==> config.mk <==
export PLATFORM = sky130hd
export DESIGN_NAME = slcd_top
export DESIGN_NICKNAME = d
export VERILOG_FILES = /design/src/slcd_pkg.sv /design/src/slcd_tick_if.sv /design/src/slcd_frame_timer.sv /design/src/slcd_top.sv
export SDC_FILE = /design/constraint.sdc
export NUM_CORES = 1
export LEC_CHECK = 0
export BUFFER_PORTS_ARGS = -buffer_cell sky130_fd_sc_hd__buf_4
export CAP_MARGIN = 25
export CELL_PAD_IN_SITES_DETAIL_PLACEMENT = 1
export CELL_PAD_IN_SITES_GLOBAL_PLACEMENT = 2
export CORE_UTILIZATION = 40
export CTS_CLUSTER_DIAMETER = 150
export DETAILED_ROUTE_END_ITERATION = 10
export PLACE_DENSITY_LB_ADDON = 0.1
export RECOVER_POWER = 100
export SLEW_MARGIN = 40
export SYNTH_ARGS = -nofsm -noshare
export SYNTH_HDL_FRONTEND = slang
export SYNTH_HIERARCHICAL = 1
export SYNTH_SLANG_ARGS = --single-unit
==> constraint.sdc <==
create_clock -name mclk_i -period 5.8 [get_ports mclk_i]
set_clock_uncertainty 0.2 [all_clocks]
set_input_delay 0.29 -clock mclk_i [delete_from_list [all_inputs] [get_ports mclk_i]]
set_output_delay 0.29 -clock mclk_i [all_outputs]
set_load 0.005 [all_outputs]
==> src/slcd_pkg.sv <==
// shared constants for the segment lcd port and duty configuration block
package slcd_pkg;
    // register bus and pin geometry
    localparam int ADDR_W   = 5;
    localparam int DATA_W   = 16;
    localparam int NUM_COM  = 4;
    localparam int NUM_SEG  = 25;
    localparam int NUM_GRP  = 7;     // six four-pin groups plus top pin
    localparam int MEM_BYTES = 13;

    // register offsets (byte addresses)
    localparam logic [4:0] OFF_PIN_DUTY_CFG = 5'h00;
    localparam logic [4:0] OFF_DRIVE_CTRL   = 5'h01;
    localparam logic [4:0] OFF_MOD_STANDBY  = 5'h02;
    localparam logic [4:0] OFF_DISP_MEM     = 5'h10;

    // pin/duty config fields
    localparam int DUTY_HI_POS = 7;
    localparam int DUTY_LO_POS = 6;
    localparam int MIRROR_POS  = 5;
    localparam int RSVD_POS    = 4;
    localparam int SGS_MSB     = 3;

    // drive control and module standby fields
    localparam int FREQ_MSB     = 3;
    localparam int WAVE_B_POS   = 4;
    localparam int DISP_ON_POS  = 5;
    localparam int MSTOP_POS    = 0;

    // reset values
    localparam logic [7:0] RST_PIN_DUTY_CFG = 8'h00;
    localparam logic [7:0] RST_DRIVE_CTRL   = 8'h00;
    localparam logic [7:0] RST_MOD_STANDBY  = 8'h00;
    localparam logic [7:0] RST_DISP_MEM     = 8'h00;

    // segment group select special codes
    localparam logic [3:0] SGS_ALL_DRV  = 4'h8;
    localparam logic [3:0] SGS_ALL_PORT = 4'hf;

    // frame frequency choices: codes 0 to 10
    localparam logic [3:0] FREQ_SEL_MAX = 4'ha;
    localparam int FRAME_DIV_BASE       = 6;

    // drive level codes, vss lowest to v1 highest
    localparam logic [1:0] LVL_VSS = 2'h0;
    localparam logic [1:0] LVL_V3  = 2'h1;
    localparam logic [1:0] LVL_V2  = 2'h2;
    localparam logic [1:0] LVL_V1  = 2'h3;

    typedef enum logic [1:0] {
        DUTY_STATIC,
        DUTY_HALF,
        DUTY_THIRD,
        DUTY_QUARTER
    } slcd_duty_t;
endpackage : slcd_pkg

==> src/slcd_tick_if.sv <==
// step-rate handshake between drive control and frame timer
interface slcd_tick_if;
    logic       run;       // timer may count
    logic [3:0] freq_sel;  // frame frequency code
    logic       step;      // one-cycle common step enable

    modport timer (input run, input freq_sel, output step);
    modport ctrl  (output run, output freq_sel, input step);
endinterface : slcd_tick_if

==> src/slcd_frame_timer.sv <==
// divider producing the common step enable for the chosen frame rate
module slcd_frame_timer #(
    parameter int CNT_W    = 24,
    parameter int DIV_BASE = slcd_pkg::FRAME_DIV_BASE
) (
    input  wire logic    mclk_i,  // system clock
    input  wire logic    nrst_i,  // async reset, active low
    slcd_tick_if.timer   tick     // run, select and step
);
    logic [CNT_W-1:0] cnt_q;
    logic [CNT_W-1:0] cnt_d;
    logic [CNT_W-1:0] limit;
    logic [3:0]       sel_eff;
    logic             step_q;
    logic             hit;

    // eleven rates, out-of-range codes take the slowest
    assign sel_eff = (tick.freq_sel > slcd_pkg::FREQ_SEL_MAX) ?
                     slcd_pkg::FREQ_SEL_MAX : tick.freq_sel;
    assign limit = (CNT_W'(1) << (CNT_W'(sel_eff) + CNT_W'(DIV_BASE)))
                   - CNT_W'(1);
    assign hit   = tick.run && (cnt_q >= limit); // rate cut mid-count
    assign cnt_d = (!tick.run || hit) ? '0 : cnt_q + CNT_W'(1);
    assign tick.step = step_q;

    // counter and registered step pulse
    always_ff @(posedge mclk_i or negedge nrst_i) begin
        if (!nrst_i) begin
            cnt_q  <= '0;
            step_q <= 1'b0;
        end else begin
            cnt_q  <= cnt_d;
            step_q <= hit;
        end
    end
endmodule : slcd_frame_timer

==> src/slcd_top.sv <==
// segment lcd pin allocation, duty, display memory and drive levels
//
// Summary of operation
// - duty code: static, half, third, quarter
// - static, no mirror: only first common driven
// - static, mirror: commons two-four copy common one
// - half duty, no mirror: commons one, two
// - half mirror: four copies three, two copies one
// - mirroring only static/half; third leaves four unused
// - four-bit group select picks segment drivers
// - lower 24 segment pins switch by fours
// - display memory of thirteen eight-bit bytes
// - display memory accepts word and byte accesses
// - eleven selectable frame frequencies
// - software chooses waveform A or B
// - display runs while switched on, except in chip standby or module standby
// - module standby stops block alone
// - select codes map groups to drivers/ports
//
// Decided for this implementation: the strobed register port and the register offsets.
module slcd_top #(
    parameter int CNT_W    = 24,                       // divider width
    parameter int DIV_BASE = slcd_pkg::FRAME_DIV_BASE  // fastest divide
) (
    input  wire logic                        mclk_i,    // system clock
    input  wire logic                        nrst_i,    // async reset
    input  wire logic [slcd_pkg::ADDR_W-1:0] addr_i,    // byte address
    input  wire logic [slcd_pkg::DATA_W-1:0] wdata_i,   // write data
    input  wire logic                        wr_i,      // write strobe
    input  wire logic                        rd_i,      // read strobe
    input  wire logic                        word_i,    // word access
    input  wire logic                        standby_i, // chip standby
    output logic      [slcd_pkg::DATA_W-1:0] rdata_o,   // read data
    output logic [slcd_pkg::NUM_COM-1:0][1:0] com_lvl_o, // common levels
    output logic      [slcd_pkg::NUM_COM-1:0] com_used_o, // common active
    output logic [slcd_pkg::NUM_SEG-1:0][1:0] seg_lvl_o, // segment levels
    output logic      [slcd_pkg::NUM_SEG-1:0] seg_drv_o  // 1 lcd, 0 port
);
    localparam int NC = slcd_pkg::NUM_COM;
    localparam int NS = slcd_pkg::NUM_SEG;
    localparam int NB = slcd_pkg::MEM_BYTES;

    // configuration registers
    logic [1:0] duty_q;
    logic       backplane_mirror_enable_q;
    logic [3:0] segment_group_select_q;
    logic [3:0] freq_sel_q;
    logic       wave_b_q;
    logic       disp_on_q;
    logic       mstop_q;
    logic [7:0] display_memory_q [NB];

    // drive sequencing state
    logic [1:0] line_q;
    logic       pol_q;
    logic       run;
    logic       line_wrap;
    slcd_pkg::slcd_duty_t duty;

    // output registers
    logic [slcd_pkg::DATA_W-1:0] rdata_q;
    logic [NC-1:0][1:0]          com_lvl_q;
    logic [NC-1:0]               com_used_q;
    logic [NS-1:0][1:0]          seg_lvl_q;
    logic [NS-1:0]               seg_drv_q;

    // bus decode
    logic       hit_cfg;
    logic       hit_ctrl;
    logic       hit_mstby;
    logic       hit_mem;
    logic [3:0] mem_idx;
    logic [3:0] mem_even;
    logic [3:0] mem_odd;
    logic [7:0] mem_rd_hi;
    logic [7:0] mem_rd_lo;
    logic [7:0] cfg_rd;
    logic [7:0] ctrl_rd;
    logic [slcd_pkg::DATA_W-1:0] rd_d;

    assign hit_cfg   = (addr_i == slcd_pkg::OFF_PIN_DUTY_CFG);
    assign hit_ctrl  = (addr_i == slcd_pkg::OFF_DRIVE_CTRL);
    assign hit_mstby = (addr_i == slcd_pkg::OFF_MOD_STANDBY);
    assign hit_mem   = (addr_i >= slcd_pkg::OFF_DISP_MEM) &&
                       (addr_i < slcd_pkg::OFF_DISP_MEM + 5'(NB));
    assign mem_idx   = 4'(addr_i - slcd_pkg::OFF_DISP_MEM);
    // word accesses align down to the even byte, high byte first
    assign mem_even  = {mem_idx[3:1], 1'b0};
    assign mem_odd   = {mem_idx[3:1], 1'b1};
    assign mem_rd_hi = display_memory_q[mem_even];
    assign mem_rd_lo = (32'(mem_odd) < NB) ?
                       display_memory_q[mem_odd] : 8'h00;

    // readback, reserved bit four reads zero
    assign cfg_rd  = {duty_q, backplane_mirror_enable_q, 1'b0,
                      segment_group_select_q};
    assign ctrl_rd = {2'b00, disp_on_q, wave_b_q, freq_sel_q};

    // read mux, unmapped addresses read zero
    assign rd_d = hit_mem ? (word_i ? {mem_rd_hi, mem_rd_lo}
                                    : {8'h00, display_memory_q[mem_idx]})
                : hit_cfg   ? {8'h00, cfg_rd}
                : hit_ctrl  ? {8'h00, ctrl_rd}
                : hit_mstby ? {15'h0000, mstop_q}
                : 16'h0000;

    // read data stands only in the cycle after the strobe
    always_ff @(posedge mclk_i or negedge nrst_i) begin
        if (!nrst_i) begin
            rdata_q <= 16'h0000;
        end else begin
            rdata_q <= rd_i ? rd_d : 16'h0000;
        end
    end

    // pin/duty configuration register, bit four dropped on write
    always_ff @(posedge mclk_i or negedge nrst_i) begin
        if (!nrst_i) begin
            duty_q <= slcd_pkg::RST_PIN_DUTY_CFG[7:6];
            backplane_mirror_enable_q <=
                slcd_pkg::RST_PIN_DUTY_CFG[slcd_pkg::MIRROR_POS];
            segment_group_select_q <= slcd_pkg::RST_PIN_DUTY_CFG[3:0];
        end else if (wr_i && hit_cfg) begin
            duty_q <= wdata_i[slcd_pkg::DUTY_HI_POS:slcd_pkg::DUTY_LO_POS];
            backplane_mirror_enable_q <= wdata_i[slcd_pkg::MIRROR_POS];
            segment_group_select_q <= wdata_i[slcd_pkg::SGS_MSB:0];
        end
    end

    // frame rate, waveform type, display on and module stop
    always_ff @(posedge mclk_i or negedge nrst_i) begin
        if (!nrst_i) begin
            freq_sel_q <= slcd_pkg::RST_DRIVE_CTRL[slcd_pkg::FREQ_MSB:0];
            wave_b_q   <= slcd_pkg::RST_DRIVE_CTRL[slcd_pkg::WAVE_B_POS];
            disp_on_q  <= slcd_pkg::RST_DRIVE_CTRL[slcd_pkg::DISP_ON_POS];
            mstop_q    <= slcd_pkg::RST_MOD_STANDBY[slcd_pkg::MSTOP_POS];
        end else begin
            if (wr_i && hit_ctrl) begin
                freq_sel_q <= wdata_i[slcd_pkg::FREQ_MSB:0];
                wave_b_q   <= wdata_i[slcd_pkg::WAVE_B_POS];
                disp_on_q  <= wdata_i[slcd_pkg::DISP_ON_POS];
            end
            if (wr_i && hit_mstby) begin
                mstop_q <= wdata_i[slcd_pkg::MSTOP_POS];
            end
        end
    end

    // display memory, one write enable per byte
    generate
        for (genvar k = 0; k < NB; k++) begin : g_mem
            localparam logic [3:0] KB = 4'(k);
            logic       we;
            logic [7:0] wd;
            assign we = wr_i && hit_mem &&
                        (word_i ? (mem_idx[3:1] == KB[3:1])
                                : (mem_idx == KB));
            assign wd = (word_i && !KB[0]) ? wdata_i[15:8] : wdata_i[7:0];
            always_ff @(posedge mclk_i or negedge nrst_i) begin
                if (!nrst_i) begin
                    display_memory_q[k] <= slcd_pkg::RST_DISP_MEM;
                end else if (we) begin
                    display_memory_q[k] <= wd;
                end
            end
        end
    endgenerate

    // duty decode and run condition
    assign duty = slcd_pkg::slcd_duty_t'(duty_q);
    assign run  = disp_on_q && !standby_i && !mstop_q;

    // step-rate divider
    slcd_tick_if tick ();
    assign tick.run      = run;
    assign tick.freq_sel = freq_sel_q;

    slcd_frame_timer #(
        .CNT_W    (CNT_W),
        .DIV_BASE (DIV_BASE)
    ) u_timer (
        .mclk_i (mclk_i),
        .nrst_i (nrst_i),
        .tick   (tick.timer)
    );

    // last line of the frame is reached when line equals the duty code
    assign line_wrap = (line_q == duty_q);

    // line counter and drive polarity: A flips per line, B per frame
    always_ff @(posedge mclk_i or negedge nrst_i) begin
        if (!nrst_i) begin
            line_q <= 2'h0;
            pol_q  <= 1'b0;
        end else if (!run) begin
            line_q <= 2'h0;
            pol_q  <= 1'b0;
        end else if (tick.step) begin
            line_q <= line_wrap ? 2'h0 : line_q + 2'h1;
            if (!wave_b_q || line_wrap) begin
                pol_q <= !pol_q;
            end
        end
    end

    // common use and row for each pin: {used, row}
    function automatic logic [2:0] com_map(input logic [1:0] c,
                                           input slcd_pkg::slcd_duty_t d,
                                           input logic m);
        logic       used;
        logic [1:0] row;
        used = 1'b1;
        row  = c;
        unique case (d)
            slcd_pkg::DUTY_STATIC: begin
                used = (c == 2'h0) || m;
                row  = 2'h0;
            end
            slcd_pkg::DUTY_HALF: begin
                used = !c[1] || m;
                row  = m ? {1'b0, c[1]} : c;
            end
            slcd_pkg::DUTY_THIRD: begin
                used = (c != 2'h3);
                row  = c;
            end
            slcd_pkg::DUTY_QUARTER: begin
                used = 1'b1;
                row  = c;
            end
        endcase
        return {used, row};
    endfunction : com_map

    // common drive levels
    generate
        for (genvar c = 0; c < NC; c++) begin : g_com
            logic [2:0] map;
            logic       sel;
            logic [1:0] lvl;
            assign map = com_map(2'(c), duty, backplane_mirror_enable_q);
            assign sel = (map[1:0] == line_q);
            assign lvl = !(run && map[2]) ? slcd_pkg::LVL_VSS
                       : sel ? (pol_q ? slcd_pkg::LVL_V1 : slcd_pkg::LVL_VSS)
                       : (pol_q ? slcd_pkg::LVL_V3 : slcd_pkg::LVL_V2);
            always_ff @(posedge mclk_i or negedge nrst_i) begin
                if (!nrst_i) begin
                    com_lvl_q[c]  <= slcd_pkg::LVL_VSS;
                    com_used_q[c] <= 1'b0;
                end else begin
                    com_lvl_q[c]  <= lvl;
                    com_used_q[c] <= map[2];
                end
            end
        end
    endgenerate

    // segment groups: seven groups, the top pin is group six
    generate
        for (genvar g = 0; g < slcd_pkg::NUM_GRP; g++) begin : g_grp
            localparam logic [3:0] GB = 4'(g);
            logic drv;
            // 1..8 add groups from the bottom, 9..14 drop them again
            assign drv = (segment_group_select_q == 4'h0 ||
                          segment_group_select_q == slcd_pkg::SGS_ALL_PORT)
                       ? 1'b0
                       : (segment_group_select_q <= slcd_pkg::SGS_ALL_DRV)
                       ? (GB < segment_group_select_q)
                       : (GB >= segment_group_select_q - 4'h8);
        end
    endgenerate

    // segment drive levels from display memory
    generate
        for (genvar s = 0; s < NS; s++) begin : g_seg
            localparam int GRP = s / 4;
            logic       drv;
            logic       on;
            logic [1:0] lvl;
            assign drv = g_grp[GRP].drv;
            assign on  = display_memory_q[s / 2][(s % 2) * 4 + line_q];
            assign lvl = !(run && drv) ? slcd_pkg::LVL_VSS
                       : on ? (pol_q ? slcd_pkg::LVL_VSS : slcd_pkg::LVL_V1)
                       : (duty == slcd_pkg::DUTY_STATIC)
                         ? (pol_q ? slcd_pkg::LVL_V1 : slcd_pkg::LVL_VSS)
                         : (pol_q ? slcd_pkg::LVL_V2 : slcd_pkg::LVL_V3);
            always_ff @(posedge mclk_i or negedge nrst_i) begin
                if (!nrst_i) begin
                    seg_lvl_q[s] <= slcd_pkg::LVL_VSS;
                    seg_drv_q[s] <= 1'b0;
                end else begin
                    seg_lvl_q[s] <= lvl;
                    seg_drv_q[s] <= drv;
                end
            end
        end
    endgenerate

    // outputs straight from flip-flops
    assign rdata_o    = rdata_q;
    assign com_lvl_o  = com_lvl_q;
    assign com_used_o = com_used_q;
    assign seg_lvl_o  = seg_lvl_q;
    assign seg_drv_o  = seg_drv_q;
endmodule : slcd_top

==> out/metrics.csv <==
metric,value,unit
Post-DRT Antenna Nets,0,
CP most frequent cell,ha_1,
vias in the first global route,10021,
Clock Tree Buf Depth,3,
outcome,"complete, but fails checks",
Yosys reg bits,231,
Fin Setup TNS,0,ns
met3 wire length,2640,um
CTS buffer count,28,
routed wire length,41000,um
initial core utilization,0.408,
type of origin of the critical path,flip-flop,
max incr delay on CP,0.60,ns
wire length per cell,23.4,um
DP Wirelength,29600,um
first-pass GRT wire length,62600,um
root buffer cell,clkbuf_16,
largest net degree at the start of global routing,65,
initial antenna violation count,1,
Port Buffers,129,
total clock sinks,231,
Worst EP required,6.05,ns
TritonRoute pass-1 iters,7,
cells along the critical path,a21oi_1 > ha_1 > inv_1 > or3_1 > ha_1 > nor2_1 > a22oi_1 > o221ai_1 > o21ai_0 > ha_1 > a211oi_1 > nand2_1 > a31oi_1 > o2111ai_2 > buf_4 > nor2_1,
fraction of layout cells with a size suffix above 1,0.234,
Max Freq,195,MHz
Remaining DRCs,0,
"Avg Cell Area, Syn",11.1,um^2
Die Ht,184,um
Ys Warns,6,
Worst EP arrival,5.38,ns
Tcrit/Tclk final,0.884,
post-synthesis sequential area ratio,0.434,
clk slew on worst S/H paths,0.05,ns
crit path kind,reg -> reg,
clock latency on the worst-skew pair,0.54,ns
H-tree depth,1,
CP endpoint kind,flip-flop,
metal1 wirelength,19600,um
Setup Viol. Count Final,0,
GPL Wtd Cong,0.852,
Chip Width,184,um
minimum clock period after layout,5.13,ns
violated checks,"capacitance limit, slew limit",
maximum vdd drop,215,uV
antenna cells,0,
via count,9773,
Max Cap Viol,4,
endpoints failing hold,0,
P_leak,6.67,nW
CORE AREA,0.0326,mm^2
library cells used by synthesis,83,
number of enable flip-flop cells after synthesis,0,
DIE AREA,0.0340,mm^2
area added between synthesis and finish,14.0,%
Syn Inst Count,1198,
P per Cell Area,359,mW/mm^2
RSZ-0062 raised after global routing,no,
final max-slew violation count,157,
mapped cell area,0.0133,mm^2
Max-slew headroom,-1.36,
met2 WL,18200,um
Iter 0 DRT Violations,698,
Worst Hold Slack,0.00169,ns
post-layout net count,1352,
GR Util All Layers,0.245,
hold crit path type,in -> reg,
Top-Level Pins,130,
Overflow after GRT,0,
number of post-CTS setup repair buffers,0,
top_reg_cell synth,dfrtp_1,
Worst Tran Pin Value,3.55,ns
CP Max Fanout,14,
CTS tree,done,
"Slowest-stage cell, CP",ha_1,
Core Rows,66,
fraction of registers with async set/reset,1.00,
DR vias/cell,5.58,
Highest Signal Layer,met4,
## kinds of logic after synthesis
family                   count (synthesis)  share of synthesized area
other                                    2                   0.000564
buffers and inverters                  113                     0.0537
AND/OR/NAND/NOR                        375                      0.138
flip-flops                             231                      0.434
XOR/XNOR                                81                     0.0533
AO/OA/AOI/OAI                          200                     0.0973
multiplexers                           163                      0.192
adder cells (fa/ha/maj)                 33                     0.0310
## repair_timing
item / 4_1_cts / 5_1_grt
resized for setup: 0 / 0
endpoints found under the hold margin: 131 / 0
setup endpoints to repair: 0 / 0
hold buffers: 10 / 0
## worst paths after layout
kind | startpoint | to | slack, ns | cells after the start
min reg2reg | disp_on_q | disp_on_q | 0.35 | 1
min | wdata_i[9] | display_memory_q[65] | 0.002 | 3
min in group asynchronous | nrst_i | line_q[1] | 1.30 | 2
max reg2reg | freq_sel_q[2] | u_timer/cnt_q[7] | 0.67 | 16
max | freq_sel_q[2] | u_timer/cnt_q[7] | 0.67 | 16
max in group asynchronous | nrst_i | display_memory_q[47] | 1.30 | 3
## state kept, by name (all words and copies together) (netlist names)
signal	count
u_timer/cnt_q	24
display_memory_q	104
line_q	2
pol_q	1
u_timer/tick.step	1
com_lvl_o	8
rdata_o	16
segment_group_select_q	4
seg_lvl_o	50
freq_sel_q	4
mstop_q	1
backplane_mirror_enable_q	1
seg_drv_o	7
wave_b_q	1
disp_on_q	1
com_used_o	4
duty	2
## per-layer routing
layer | vias up | global-route usage
met5 | - | 0
met4 | 0 | 0.0510
met3 | 38 | 0.0425
met2 | 323 | 0.374
met1 | 4955 | 0.364
li1 | 4457 | -
## cells in the mapped netlist, types with 3 or more instances
cell,instances,area [um^2]
dfrtp_1,231,5780
nor2_1,185,694
a21oi_1,89,445
mux2_2,60,676
mux4_2,52,1170
nand2_1,48,180
xor2_1,46,403
xnor2_1,35,307
ha_1,33,413
mux2i_1,33,330
buf_4,27,203
buf_2,25,125
nor2_2,24,150
nand3_1,22,110
o21ai_0,22,110
clkbuf_1,18,67.6
inv_1,18,67.6
a211oi_1,17,128
nand2b_1,17,106
nor3_1,14,70.1
buf_6,13,146
nand4_1,11,68.8
mux4_1,10,263
o211ai_1,9,67.6
and2_1,8,50.1
and3_1,8,50.1
mux2_4,8,120
a31oi_1,6,37.5
o21a_1,6,45.0
a21o_1,5,37.5
a221oi_1,5,43.8
a22oi_1,5,37.5
nor2b_1,5,31.3
and4_1,4,35.0
buf_1,4,15.0
a311oi_1,3,26.3
a32o_1,3,30.0
o22ai_1,3,18.8
o2bb2ai_1,3,26.3
or2_2,3,18.8
or3_1,3,18.8
## placed cells by master (no fill, tap or decap), drive strengths merged, types with 22 or more instances in the layout
master and instances:
a21oi 89, mux4 62, mux2 68, nand2 48, nand3 22, o21ai 24, dfrtp 231, buf 35
mux2i 33, nor2 211, xor2 46, ha 33, xnor2 35, clkbuf 150
## power by group
part           internal, mW  switching (mW)  total (mW)
combinational         0.699           0.751        1.45
clock                  1.14           0.679        1.82
sequential             1.87           0.314        2.18
## stage by stage
step	power, mW	area, um^2	utilization	cells	worst slack, ns
after floorplan	3.13	13300	-	1199	1.64
after global placement	3.64	14300	0.439	1693	1.04
after detailed placement	3.68	14400	0.440	1694	0.977
after CTS	5.54	15400	0.472	1752	0.933
after global routing	5.74	15200	0.465	1752	0.311
final	5.45	15200	0.465	1752	0.673
## final cells by class
| cell class | instances | area (um^2) |
|---|---|---|
| clock buffer | 40 | 817 |
| clock inverter | 8 | 140 |
| fill | 3571 | 17400 |
| inverter | 21 | 81.3 |
| multi-input combinational | 855 | 6690 |
| sequential | 231 | 5790 |
| tap | 442 | 553 |
| timing repair buffer | 155 | 1110 |
## critical path, delay by kind of cell (launching register included)
| kind | cells | cell delay [ns] |
|---|---|---|
| flops | 1 | 0.57 |
| buf+inv | 2 | 0.66 |
| fa+ha+maj | 3 | 1.04 |
| compound gates | 7 | 1.72 |
| simple gates | 4 | 0.85 |
Power figures use the tool's default switching activity.
